--- src/hw/otwsr_pkg.sv ---
// Purpose: constants and types for the overtemperature warning and startup timing commands
// Assumes: 40 MHz sys_clk, command-level access from the bus protocol engine
// Notes: delay and ramp tables share one bucket map
package otwsr_pkg;
  localparam logic [7:0] CMD_OT_WARN = 8'h51;
  localparam logic [7:0] CMD_TURN_ON_DELAY_TIME = 8'h60;
  localparam logic [7:0] CMD_OUTPUT_RAMP_TIME = 8'h61;
  localparam logic [15:0] OT_WARN_RST = 16'h0078;
  localparam logic [15:0] TURN_ON_DELAY_TIME_RST = 16'h0000;
  localparam logic [15:0] OUTPUT_RAMP_TIME_RST = 16'h0003;
  localparam logic [10:0] WARN_MIN = 11'h064;
  localparam logic [10:0] WARN_MAX = 11'h08c;
  localparam logic [10:0] WARN_OFFS = 11'h019;
  localparam logic [11:0] WARN_HYST = 12'h014;
  localparam int MANT_W = 11;
  localparam int TIME_W = 7;
  localparam int DLO_BIT = 4;
  localparam int CLK_HZ = 40_000_000;
  localparam int CYC_PER_US = CLK_HZ / 1_000_000;
  localparam int CYC_PER_MS = CLK_HZ / 1_000;
  localparam int ZERO_DELAY_US = 50;
  localparam int SLAVE_RISE_MS = 100;
  localparam int MIN_RISE_MS = 1;
  localparam logic [1:0] STRAP_WAIT = 2'h3;
  // Upper bound of each bucket, last bucket open ended
  localparam logic [6:0] BKT_HI [16] = '{7'h00, 7'h01, 7'h02, 7'h03, 7'h04, 7'h05, 7'h06, 7'h09,
                                        7'h0c, 7'h11, 7'h16, 7'h20, 7'h2c, 7'h3e, 7'h56, 7'h7f};
  // Effective time of each bucket in ms, bucket 0 is the sub-ms case
  localparam int BKT_MS [16] = '{0, 1, 2, 3, 4, 5, 6, 7, 10, 14, 19, 27, 37, 52, 72, 100};

  typedef struct packed {
    logic valid;
    logic write;
    logic [7:0] code;
    logic [15:0] data;
  } otwsr_cmd_t;

  typedef struct packed {
    logic valid;
    logic nack;
    logic [15:0] data;
  } otwsr_rsp_t;

  typedef struct packed {
    logic temp_summary;
    logic ot_warn_status;
    logic comm_error_summary;
    logic invalid_data;
    logic invalid_command_fault;
  } otwsr_stat_t;

  typedef struct packed {
    logic valid;
    logic [15:0] turn_on_delay_time;
    logic [15:0] output_ramp_time;
  } otwsr_nvm_t;

  function automatic logic [3:0] otwsr_bucket(input logic [6:0] m);
    logic [3:0] b;
    b = 4'h0;
    for (int i = 0; i < 15; i++) begin
      if (m > BKT_HI[i]) begin
        b = 4'(i + 1);
      end
    end
    return b;
  endfunction
endpackage

--- src/hw/otwsr_regs.sv ---
// Purpose: warning threshold, turn-on delay and ramp time command registers
// Assumes: temperature, fault limit and decoder inputs come from sys_clk logic
// Notes: straps are synchronised and caught once after reset
//
// Operation
// - Over-limit temperature sets status bits and alert
// - Warning latched until 20 below threshold
// - Threshold at or above fault limit refused
// - Override bit skips fault limit comparison
// - Default threshold is max(fault-25, 100)
// - Threshold exponent zero, mantissa default 120
// - Threshold mantissa spans 100 to 140
// - Delay sets start-to-rise interval in ms
// - Store-all saves delay and ramp words
// - Loop slave delay and ramp access NACKed, fault, alert
// - Delay exponent zero, seven writable bits
// - Delay mantissa quantized into 16 buckets
// - Zero delay mantissa gives 50 us
// - Ramp sets reference-rise-to-regulation time
// - Zero ramp gives fastest 1 ms
// - Soft-start pin value overrides restored ramp
// - Ramp seven writable bits, default 3 ms
// - Loop slave ramp fixed at 100 ms
`timescale 1ns/1ps
module otwsr_regs
  import otwsr_pkg::*;
(
  input wire logic sys_clk,
  input wire logic rst,
  input wire otwsr_pkg::otwsr_cmd_t cmd,
  input wire logic [10:0] temp_sensed,
  input wire logic [10:0] fault_limit,
  input wire logic [7:0] vendor_config_word,
  input wire logic clear_faults,
  input wire logic store_all,
  input wire logic nvm_restore,
  input wire logic [15:0] nvm_turn_on_delay_time,
  input wire logic [15:0] nvm_output_ramp_time,
  input wire logic loop_slave_pin,
  input wire logic ss_detect_pin,
  input wire logic [6:0] ss_mantissa,
  output otwsr_pkg::otwsr_rsp_t rsp_ff,
  output otwsr_pkg::otwsr_stat_t stat_ff,
  output logic overtemp_warning_level_ff,
  output logic smbalert_ff,
  output otwsr_pkg::otwsr_nvm_t nvm_ff,
  output logic [21:0] eff_delay_cyc_ff,
  output logic [21:0] eff_rise_cyc_ff
);
  import otwsr_pkg::*;

  typedef enum logic [1:0] {ST_INIT = 2'b01, ST_RUN = 2'b10} otwsr_state_t;

  otwsr_state_t state_ff;
  logic [1:0] init_cnt_ff;
  logic [1:0] slave_sync_ff;
  logic [1:0] ss_sync_ff;
  logic loop_slave_ff;
  logic ss_active_ff;
  logic [10:0] warn_ff;
  logic [6:0] delay_ff;
  logic [6:0] rise_ff;
  logic [10:0] warn_dflt;
  logic is_warn;
  logic is_time;
  logic slave_block;
  logic warn_bad;
  logic warn_wr_ok;
  logic time_wr_ok;
  logic init_done;
  otwsr_stat_t nxt_stat;

  ////////////////////////////////////////////////////////////////////////////
  // Strap capture
  always_ff @(posedge sys_clk) begin
    if (rst) begin
      slave_sync_ff <= 2'h0;
      ss_sync_ff <= 2'h0;
    end else begin
      slave_sync_ff <= {slave_sync_ff[0], loop_slave_pin};
      ss_sync_ff <= {ss_sync_ff[0], ss_detect_pin};
    end
  end

  assign init_done = (state_ff == ST_INIT) && (init_cnt_ff == STRAP_WAIT);

  always_ff @(posedge sys_clk) begin
    if (rst) begin
      state_ff <= ST_INIT;
      init_cnt_ff <= 2'h0;
      loop_slave_ff <= 1'b0;
      ss_active_ff <= 1'b0;
    end else begin
      case (state_ff)
        ST_INIT: begin
          init_cnt_ff <= init_cnt_ff + 2'h1;
          if (init_done) begin
            state_ff <= ST_RUN;
            loop_slave_ff <= slave_sync_ff[1];
            ss_active_ff <= ss_sync_ff[1];
          end
        end
        ST_RUN: state_ff <= ST_RUN;
        default: state_ff <= ST_INIT;
      endcase
    end
  end

  ////////////////////////////////////////////////////////////////////////////
  // Command decode
  assign is_warn = cmd.valid && (state_ff == ST_RUN) && (cmd.code == CMD_OT_WARN);
  assign is_time = cmd.valid && (state_ff == ST_RUN) &&
                   ((cmd.code == CMD_TURN_ON_DELAY_TIME) || (cmd.code == CMD_OUTPUT_RAMP_TIME));
  assign slave_block = is_time && loop_slave_ff;
  assign warn_bad = (cmd.data[10:0] < WARN_MIN) || (cmd.data[10:0] > WARN_MAX) ||
                    (!vendor_config_word[DLO_BIT] && (cmd.data[10:0] >= fault_limit));
  assign warn_wr_ok = is_warn && cmd.write && !warn_bad;
  assign time_wr_ok = is_time && cmd.write && !loop_slave_ff;
  assign warn_dflt = (fault_limit < WARN_MIN + WARN_OFFS) ? WARN_MIN : fault_limit - WARN_OFFS;

  ////////////////////////////////////////////////////////////////////////////
  // Warning threshold
  always_ff @(posedge sys_clk) begin
    if (rst) begin
      warn_ff <= OT_WARN_RST[10:0];
    end else if (init_done || nvm_restore) begin
      warn_ff <= warn_dflt;
    end else if (warn_wr_ok) begin
      warn_ff <= cmd.data[10:0];
    end
  end

  always_ff @(posedge sys_clk) begin
    if (rst) begin
      overtemp_warning_level_ff <= 1'b0;
    end else if (temp_sensed > warn_ff) begin
      overtemp_warning_level_ff <= 1'b1;
    end else if ({1'b0, temp_sensed} + WARN_HYST <= {1'b0, warn_ff}) begin
      overtemp_warning_level_ff <= 1'b0;
    end
  end

  ////////////////////////////////////////////////////////////////////////////
  // Delay and ramp words
  always_ff @(posedge sys_clk) begin
    if (rst) begin
      delay_ff <= TURN_ON_DELAY_TIME_RST[6:0];
    end else if (nvm_restore) begin
      delay_ff <= nvm_turn_on_delay_time[6:0];
    end else if (time_wr_ok && cmd.code == CMD_TURN_ON_DELAY_TIME) begin
      delay_ff <= cmd.data[6:0];
    end
  end

  always_ff @(posedge sys_clk) begin
    if (rst) begin
      rise_ff <= OUTPUT_RAMP_TIME_RST[6:0];
    end else if (init_done && ss_sync_ff[1]) begin
      rise_ff <= ss_mantissa;
    end else if (nvm_restore && !ss_active_ff) begin
      rise_ff <= nvm_output_ramp_time[6:0];
    end else if (time_wr_ok && cmd.code == CMD_OUTPUT_RAMP_TIME) begin
      rise_ff <= cmd.data[6:0];
    end
  end

  always_ff @(posedge sys_clk) begin
    if (rst) begin
      eff_delay_cyc_ff <= 22'(ZERO_DELAY_US * CYC_PER_US);
    end else if (delay_ff == 7'h00) begin
      eff_delay_cyc_ff <= 22'(ZERO_DELAY_US * CYC_PER_US);
    end else begin
      eff_delay_cyc_ff <= 22'(BKT_MS[otwsr_bucket(delay_ff)] * CYC_PER_MS);
    end
  end

  always_ff @(posedge sys_clk) begin
    if (rst) begin
      eff_rise_cyc_ff <= 22'(BKT_MS[otwsr_bucket(OUTPUT_RAMP_TIME_RST[6:0])] * CYC_PER_MS);
    end else if (loop_slave_ff) begin
      eff_rise_cyc_ff <= 22'(SLAVE_RISE_MS * CYC_PER_MS);
    end else if (rise_ff <= 7'h01) begin
      eff_rise_cyc_ff <= 22'(MIN_RISE_MS * CYC_PER_MS);
    end else begin
      eff_rise_cyc_ff <= 22'(BKT_MS[otwsr_bucket(rise_ff)] * CYC_PER_MS);
    end
  end

  always_ff @(posedge sys_clk) begin
    if (rst) begin
      nvm_ff <= '0;
    end else begin
      nvm_ff.valid <= store_all;
      nvm_ff.turn_on_delay_time <= {9'h000, delay_ff};
      nvm_ff.output_ramp_time <= {9'h000, rise_ff};
    end
  end

  ////////////////////////////////////////////////////////////////////////////
  // Response
  always_ff @(posedge sys_clk) begin
    if (rst) begin
      rsp_ff <= '0;
    end else begin
      rsp_ff.valid <= is_warn || is_time;
      rsp_ff.nack <= slave_block;
      if (is_warn) begin
        rsp_ff.data <= {5'h00, warn_ff};
      end else if (is_time && !loop_slave_ff) begin
        rsp_ff.data <= {9'h000, (cmd.code == CMD_TURN_ON_DELAY_TIME) ? delay_ff : rise_ff};
      end else begin
        rsp_ff.data <= 16'h0000;
      end
    end
  end

  ////////////////////////////////////////////////////////////////////////////
  // Status and alert, set wins over clear
  always_comb begin
    nxt_stat = clear_faults ? '0 : stat_ff;
    if (temp_sensed > warn_ff) begin
      nxt_stat.temp_summary = 1'b1;
      nxt_stat.ot_warn_status = 1'b1;
    end
    if (is_warn && cmd.write && warn_bad) begin
      nxt_stat.comm_error_summary = 1'b1;
      nxt_stat.invalid_data = 1'b1;
    end
    if (slave_block) begin
      nxt_stat.comm_error_summary = 1'b1;
      nxt_stat.invalid_command_fault = 1'b1;
    end
  end

  always_ff @(posedge sys_clk) begin
    if (rst) begin
      stat_ff <= '0;
      smbalert_ff <= 1'b0;
    end else begin
      stat_ff <= nxt_stat;
      smbalert_ff <= |nxt_stat;
    end
  end

  ////////////////////////////////////////////////////////////////////////////
  // Checks
  property p_warn_set;
    @(posedge sys_clk) disable iff (rst) (temp_sensed > warn_ff) |=> stat_ff.ot_warn_status && smbalert_ff;
  endproperty
  a_warn_set: assert property (p_warn_set) else $error("warning not flagged");

  property p_hyst_hold;
    @(posedge sys_clk) disable iff (rst)
      overtemp_warning_level_ff && ({1'b0, temp_sensed} + WARN_HYST > {1'b0, warn_ff}) |=> overtemp_warning_level_ff;
  endproperty
  a_hyst_hold: assert property (p_hyst_hold) else $error("warning dropped early");

  property p_refuse;
    @(posedge sys_clk) disable iff (rst)
      is_warn && cmd.write && warn_bad && !nvm_restore |=> $stable(warn_ff) && stat_ff.invalid_data;
  endproperty
  a_refuse: assert property (p_refuse) else $error("bad threshold accepted");

  property p_override;
    @(posedge sys_clk) disable iff (rst)
      warn_wr_ok && !nvm_restore && vendor_config_word[DLO_BIT] |=> warn_ff == $past(cmd.data[10:0]);
  endproperty
  a_override: assert property (p_override) else $error("override write lost");

  property p_range;
    @(posedge sys_clk) disable iff (rst) state_ff == ST_RUN |-> warn_ff >= WARN_MIN && warn_ff <= WARN_MAX + 11'h0;
  endproperty
  a_range: assert property (p_range) else $error("threshold out of range");

  property p_slave_nack;
    @(posedge sys_clk) disable iff (rst) slave_block |=> rsp_ff.nack && stat_ff.invalid_command_fault && smbalert_ff;
  endproperty
  a_slave_nack: assert property (p_slave_nack) else $error("slave access not refused");

  property p_zero_delay;
    @(posedge sys_clk) disable iff (rst) delay_ff == 7'h00 |=> eff_delay_cyc_ff == 22'h0007d0;
  endproperty
  a_zero_delay: assert property (p_zero_delay) else $error("zero delay wrong");

  property p_zero_rise;
    @(posedge sys_clk) disable iff (rst) rise_ff == 7'h00 && !loop_slave_ff |=> eff_rise_cyc_ff == 22'h009c40;
  endproperty
  a_zero_rise: assert property (p_zero_rise) else $error("zero ramp wrong");

  property p_slave_rise;
    @(posedge sys_clk) disable iff (rst) loop_slave_ff |=> eff_rise_cyc_ff == 22'h3d0900;
  endproperty
  a_slave_rise: assert property (p_slave_rise) else $error("slave ramp not fixed");

  property p_store;
    @(posedge sys_clk) disable iff (rst) store_all |=> nvm_ff.valid && nvm_ff.output_ramp_time[15:7] == 9'h000;
  endproperty
  a_store: assert property (p_store) else $error("store snapshot missing");

  c_warn: cover property (@(posedge sys_clk) disable iff (rst) overtemp_warning_level_ff ##[1:50] !overtemp_warning_level_ff);
  c_refuse: cover property (@(posedge sys_clk) disable iff (rst) is_warn && cmd.write && warn_bad);
  c_slave: cover property (@(posedge sys_clk) disable iff (rst) slave_block);
  c_delay_wr: cover property (@(posedge sys_clk) disable iff (rst) time_wr_ok ##2 eff_delay_cyc_ff != $past(eff_delay_cyc_ff));
endmodule
--- config.mk ---
export PLATFORM = sky130hd
export DESIGN_NAME = otwsr_regs
export DESIGN_NICKNAME = d
export VERILOG_FILES = /design/src/hw/otwsr_pkg.sv /design/src/hw/otwsr_regs.sv
export SDC_FILE = /design/constraint.sdc
export NUM_CORES = 1
export LEC_CHECK = 0
export ABC_AREA = 1
export BUFFER_PORTS_ARGS = -buffer_cell sky130_fd_sc_hd__buf_2
export CAP_MARGIN = 10
export CELL_PAD_IN_SITES_DETAIL_PLACEMENT = 1
export CELL_PAD_IN_SITES_GLOBAL_PLACEMENT = 1
export CORE_UTILIZATION = 36
export CTS_BUF_LIST = sky130_fd_sc_hd__clkbuf_8
export CTS_CLUSTER_SIZE = 12
export DETAILED_ROUTE_END_ITERATION = 6
export PLACE_DENSITY = 0.82
export SYNTH_ARGS = -nofsm -noshare
export SYNTH_HDL_FRONTEND = slang
export SYNTH_SLANG_ARGS = --single-unit
--- constraint.sdc ---
create_clock -name sys_clk -period 4.9 [get_ports sys_clk]
set_input_delay 0.245 -clock sys_clk [delete_from_list [all_inputs] [get_ports sys_clk]]
set_output_delay 0.245 -clock sys_clk [all_outputs]
set_load 0.05 [all_outputs]
==> results.json <==
{
  "cellPowerDensity_nw_per_um2": 666,
  "worstMarginPinSlew_ps": 978,
  "grt_util_met1_pct": 30.5,
  "crit_top_cell": "sky130_fd_sc_hd__nand2_2",
  "core_area_um2": 21100,
  "globalRouteMet3Util_pct": 2.57,
  "synth_compound_area_share_pct": 15.1,
  "routed_wl_um": 34700,
  "ctsRootBufferMaster": "sky130_fd_sc_hd__clkbuf_8",
  "critical_path.reg2reg.startpoint": "rise_ff[0]",
  "io_buffers": 139,
  "clockBufferDepth": 2,
  "muxShareOfSynthArea_pct": 0,
  "antenna_cells_inserted": 0,
  "fillerInstances": 2594,
  "min-delay-path-class": "in -> reg",
  "post-synth-top-area-cell": "sky130_fd_sc_hd__dfxtp_1",
  "drc": 0,
  "critical_path.reg2reg.endpoint": "eff_rise_cyc_ff[20]",
  "postSynthAreaPerCell_um2": 7.63,
  "setup_violations": 9,
  "synth_xor_area_share_pct": 2.26,
  "cts_buffers": 9,
  "initial_antenna_violation_count": 0,
  "antenna_left": 0,
  "io_pins": 204,
  "worstHoldStart": "store_all",
  "floorplan.initialDensity_pct": 36.8,
  "outcome": "finished, violations left",
  "post_synth_main_area_contributors": "sky130_fd_sc_hd__dfxtp_1, sky130_fd_sc_hd__ha_1, sky130_fd_sc_hd__nand2_1",
  "hold_path_end": "nvm_ff[32]",
  "worst_slew_margin_rel_pct": 34.5,
  "numClockSinks": 103,
  "all_layer_gr_usage_pct": 26.0,
  "synth_top_family_by_area": "adder cells",
  "finalWorstPathRequiredPeriod_ps": 5430,
  "die_ar_um2": 22200,
  "kind_of_end_point_of_the_critical_path": "register",
  "grt_pass1_wl_um": 44800,
  "final_area_um2": 11300,
  "pin_count_of_the_biggest_net_entering_global_routing": 32,
  "groute.layer.met2.usage_pct": 47.7,
  "postLayoutSetupSlackWorst_ps": -527,
  "via_count": 8674,
  "globalplace.congestion": 0.849,
  "postSynthRegisterBits": 103,
  "cts_htree_levels": 3,
  "whs_ps": 23.6,
  "cp.required_ps": 5240,
  "multi_input_gate_area_um2": 5890,
  "synth_cells": 1018,
  "maxClockFrequency_mhz": 184,
  "critical_path.slowest_cell": "sky130_fd_sc_hd__fa_1",
  "power.leakage_nw": 5.62,
  "synthesis.yosys.warnings": 0,
  "post_route_cells_drive_above_1_share_pct": 40.3,
  "register_area_um2": 2100,
  "fp.dieW_um": 149,
  "flow.area_growth_from_synthesis_pct": 44.9,
  "place_area_um2": 9490,
  "skew_ps": 17.9,
  "wl_per_cell_um": 21.6,
  "ff2ff_setup_slack_ps": -530,
  "first_global_vias": 8674,
  "adder_cell_share_of_the_synthesized_area_pct": 24.6,
  "yosysUniqueCellTypes": 53,
  "number_of_vias_per_cell": 5.40,
  "place_hpwl_um": 19900,
  "maximum_cell_stage_delay_along_the_critical_path_ps": 440,
  "finish.net_count": 1571,
  "synthSimpleGateAreaFrac_pct": 19.2,
  "count_of_standard_cell_rows": 53,
  "timing.critical_path.fanout_max": 4,
  "die_h_um": 149,
  "fin_hold_viols": 0,
  "critPathLaunchType": "register",
  "fraction_of_the_yosys_area_taken_by_sequential_cells_pct": 26.6,
  "drtPass1Iterations": 6,
  "cts.reportedPaths.clkPinSlew_ps": 120,
  "mostFrequentLayoutCell": "sky130_fd_sc_hd__buf_4",
  "cp_data_arrival_time_ps": 5760,
  "gr-total-overflow": 0,
  "timing.hold.worst_path_depth": 3,
  "vdd.ir_drop.worst_v": 0.000380,
  "cts_tree": "done",
  "clk_latency_ps": 420,
  "global_route.peak_usage_layer": "met2",
  "max-cap-violations": 0,
  "crit_type": "reg -> reg",
  "rsz0062_at_grt": "true",
  "final.period_utilization_pct": 111,
  "worst-r2r-cell-count": 28,
  "failed_checks": "negative setup slack",
  "layout.cells.most_common_list": "sky130_fd_sc_hd__buf_4, sky130_fd_sc_hd__buf_2, sky130_fd_sc_hd__nand2_1",
  "detailedRoute.firstIterationViolations": 449,
  "mappedNetlistArea_um2": 7760,
  "synth_top_cell_area_share_pct": 26.6,
  "finalMaxSlewViolations": 0
}
worst max-delay path by stage:
stage,from,endpoint,cells after the start
6_report,rise_ff[0],eff_rise_cyc_ff[20],28
5_1_grt,rise_ff[3],eff_rise_cyc_ff[19],36
4_1_cts,rise_ff[1],eff_rise_cyc_ff[20],30
3_5_place_dp,delay_ff[1],eff_delay_cyc_ff[20],29
3_3_place_gp,delay_ff[1],eff_delay_cyc_ff[20],29
2_1_floorplan,rise_ff[2],eff_rise_cyc_ff[20],29
layout make-up:
cell class / count / share of cell area, %
clock buffer: 10 / 1.22
clock inverter: 6 / 0.378
multi-input combinational: 734 / 52.4
sequential: 103 / 18.7
timing repair buffer: 316 / 18.6
inverter: 163 / 5.74
tap: 275 / 3.06
cells by family after synthesis:
logic type / count (synthesis)
and+or+nand+nor: 335
adders and majority gates: 142
DFF: 103
other: 1
buffers and inverters: 214
xor gates and xnor gates: 20
AOI/OAI and AO/OA: 203
worst max-delay path: cells and delay by family (launching register included):
kind	cells	cell delay, ps
fa+ha+maj	6	2000
simple gates	13	1400
compound gates	4	910
buf+inv	4	500
flops	1	370
xor+xnor	1	170
routing by layer:
metal,vias up,routed length [um]
li1,3914,-
met1,4274,14000
met2,355,17400
met3,131,1410
met4,0,1910
met5,-,0
power by group:
part	switching, W	leakage [nW]	internal, W
registers	0.0000718	0.856	0.000981
logic	0.00326	4.67	0.00262
clock network	0.000363	0.0949	0.000202
synth_stat cells, drive strengths merged:
cell and number:
xor2 15, clkinv 3, a21oi 80, o22ai 11, o2111ai 2, buf 38
a211oi 3, a32oi 1, nor4 5, a41oi 2, a41o 1, o21a 5
nand2 164, o31ai 8, nor3 13, o21ai 69, a31oi 9, o21bai 1
nand3b 1, nand4 8, and3 2, a21o 1, inv 160, o221ai 1
xnor2 5, dfxtp 103, or4 1, nand3 35, ha 124, o211ai 9
nor2 98, or2 7, nor3b 1, clkbuf 13, fa 18, conb 1
repair_timing:
action / in CTS / in global routing
hold buffers: 0 / 0
buffers inserted: 46 / 26
endpoints found under the setup margin: 11 / 13
pin swaps: 52 / 83
resized for setup: 106 / 133
stage by stage:
step | power [W] | std cells | util (%) | setup slack [ps] | TNS (ps)
floorplan | 0.00334 | 1051 | - | -40.9 | -40.9
global placement | 0.00447 | 1530 | 45.0 | -326 | -976
detailed placement | 0.00471 | 1530 | 45.0 | -532 | -2600
CTS | 0.00633 | 1592 | 49.7 | -141 | -543
global route | 0.00786 | 1607 | 53.4 | -638 | -4250
finish | 0.00749 | 1607 | 53.4 | -527 | -2670
registers in the layout, summed over array words and instances, names as in the netlist:
signal / count
init_cnt_ff: 2
nvm_ff: 15
ss_sync_ff: 2
rsp_ff: 13
delay_ff: 7
smbalert_ff: 1
rise_ff: 7
eff_rise_cyc_ff: 16
ss_active_ff: 1
loop_slave_ff: 1
warn_ff: 11
overtemp_warning_level_ff: 1
state_ff: 2
slave_sync_ff: 2
eff_delay_cyc_ff: 17
stat_ff: 5
No activity file was read; power rests on OpenSTA's default activity.
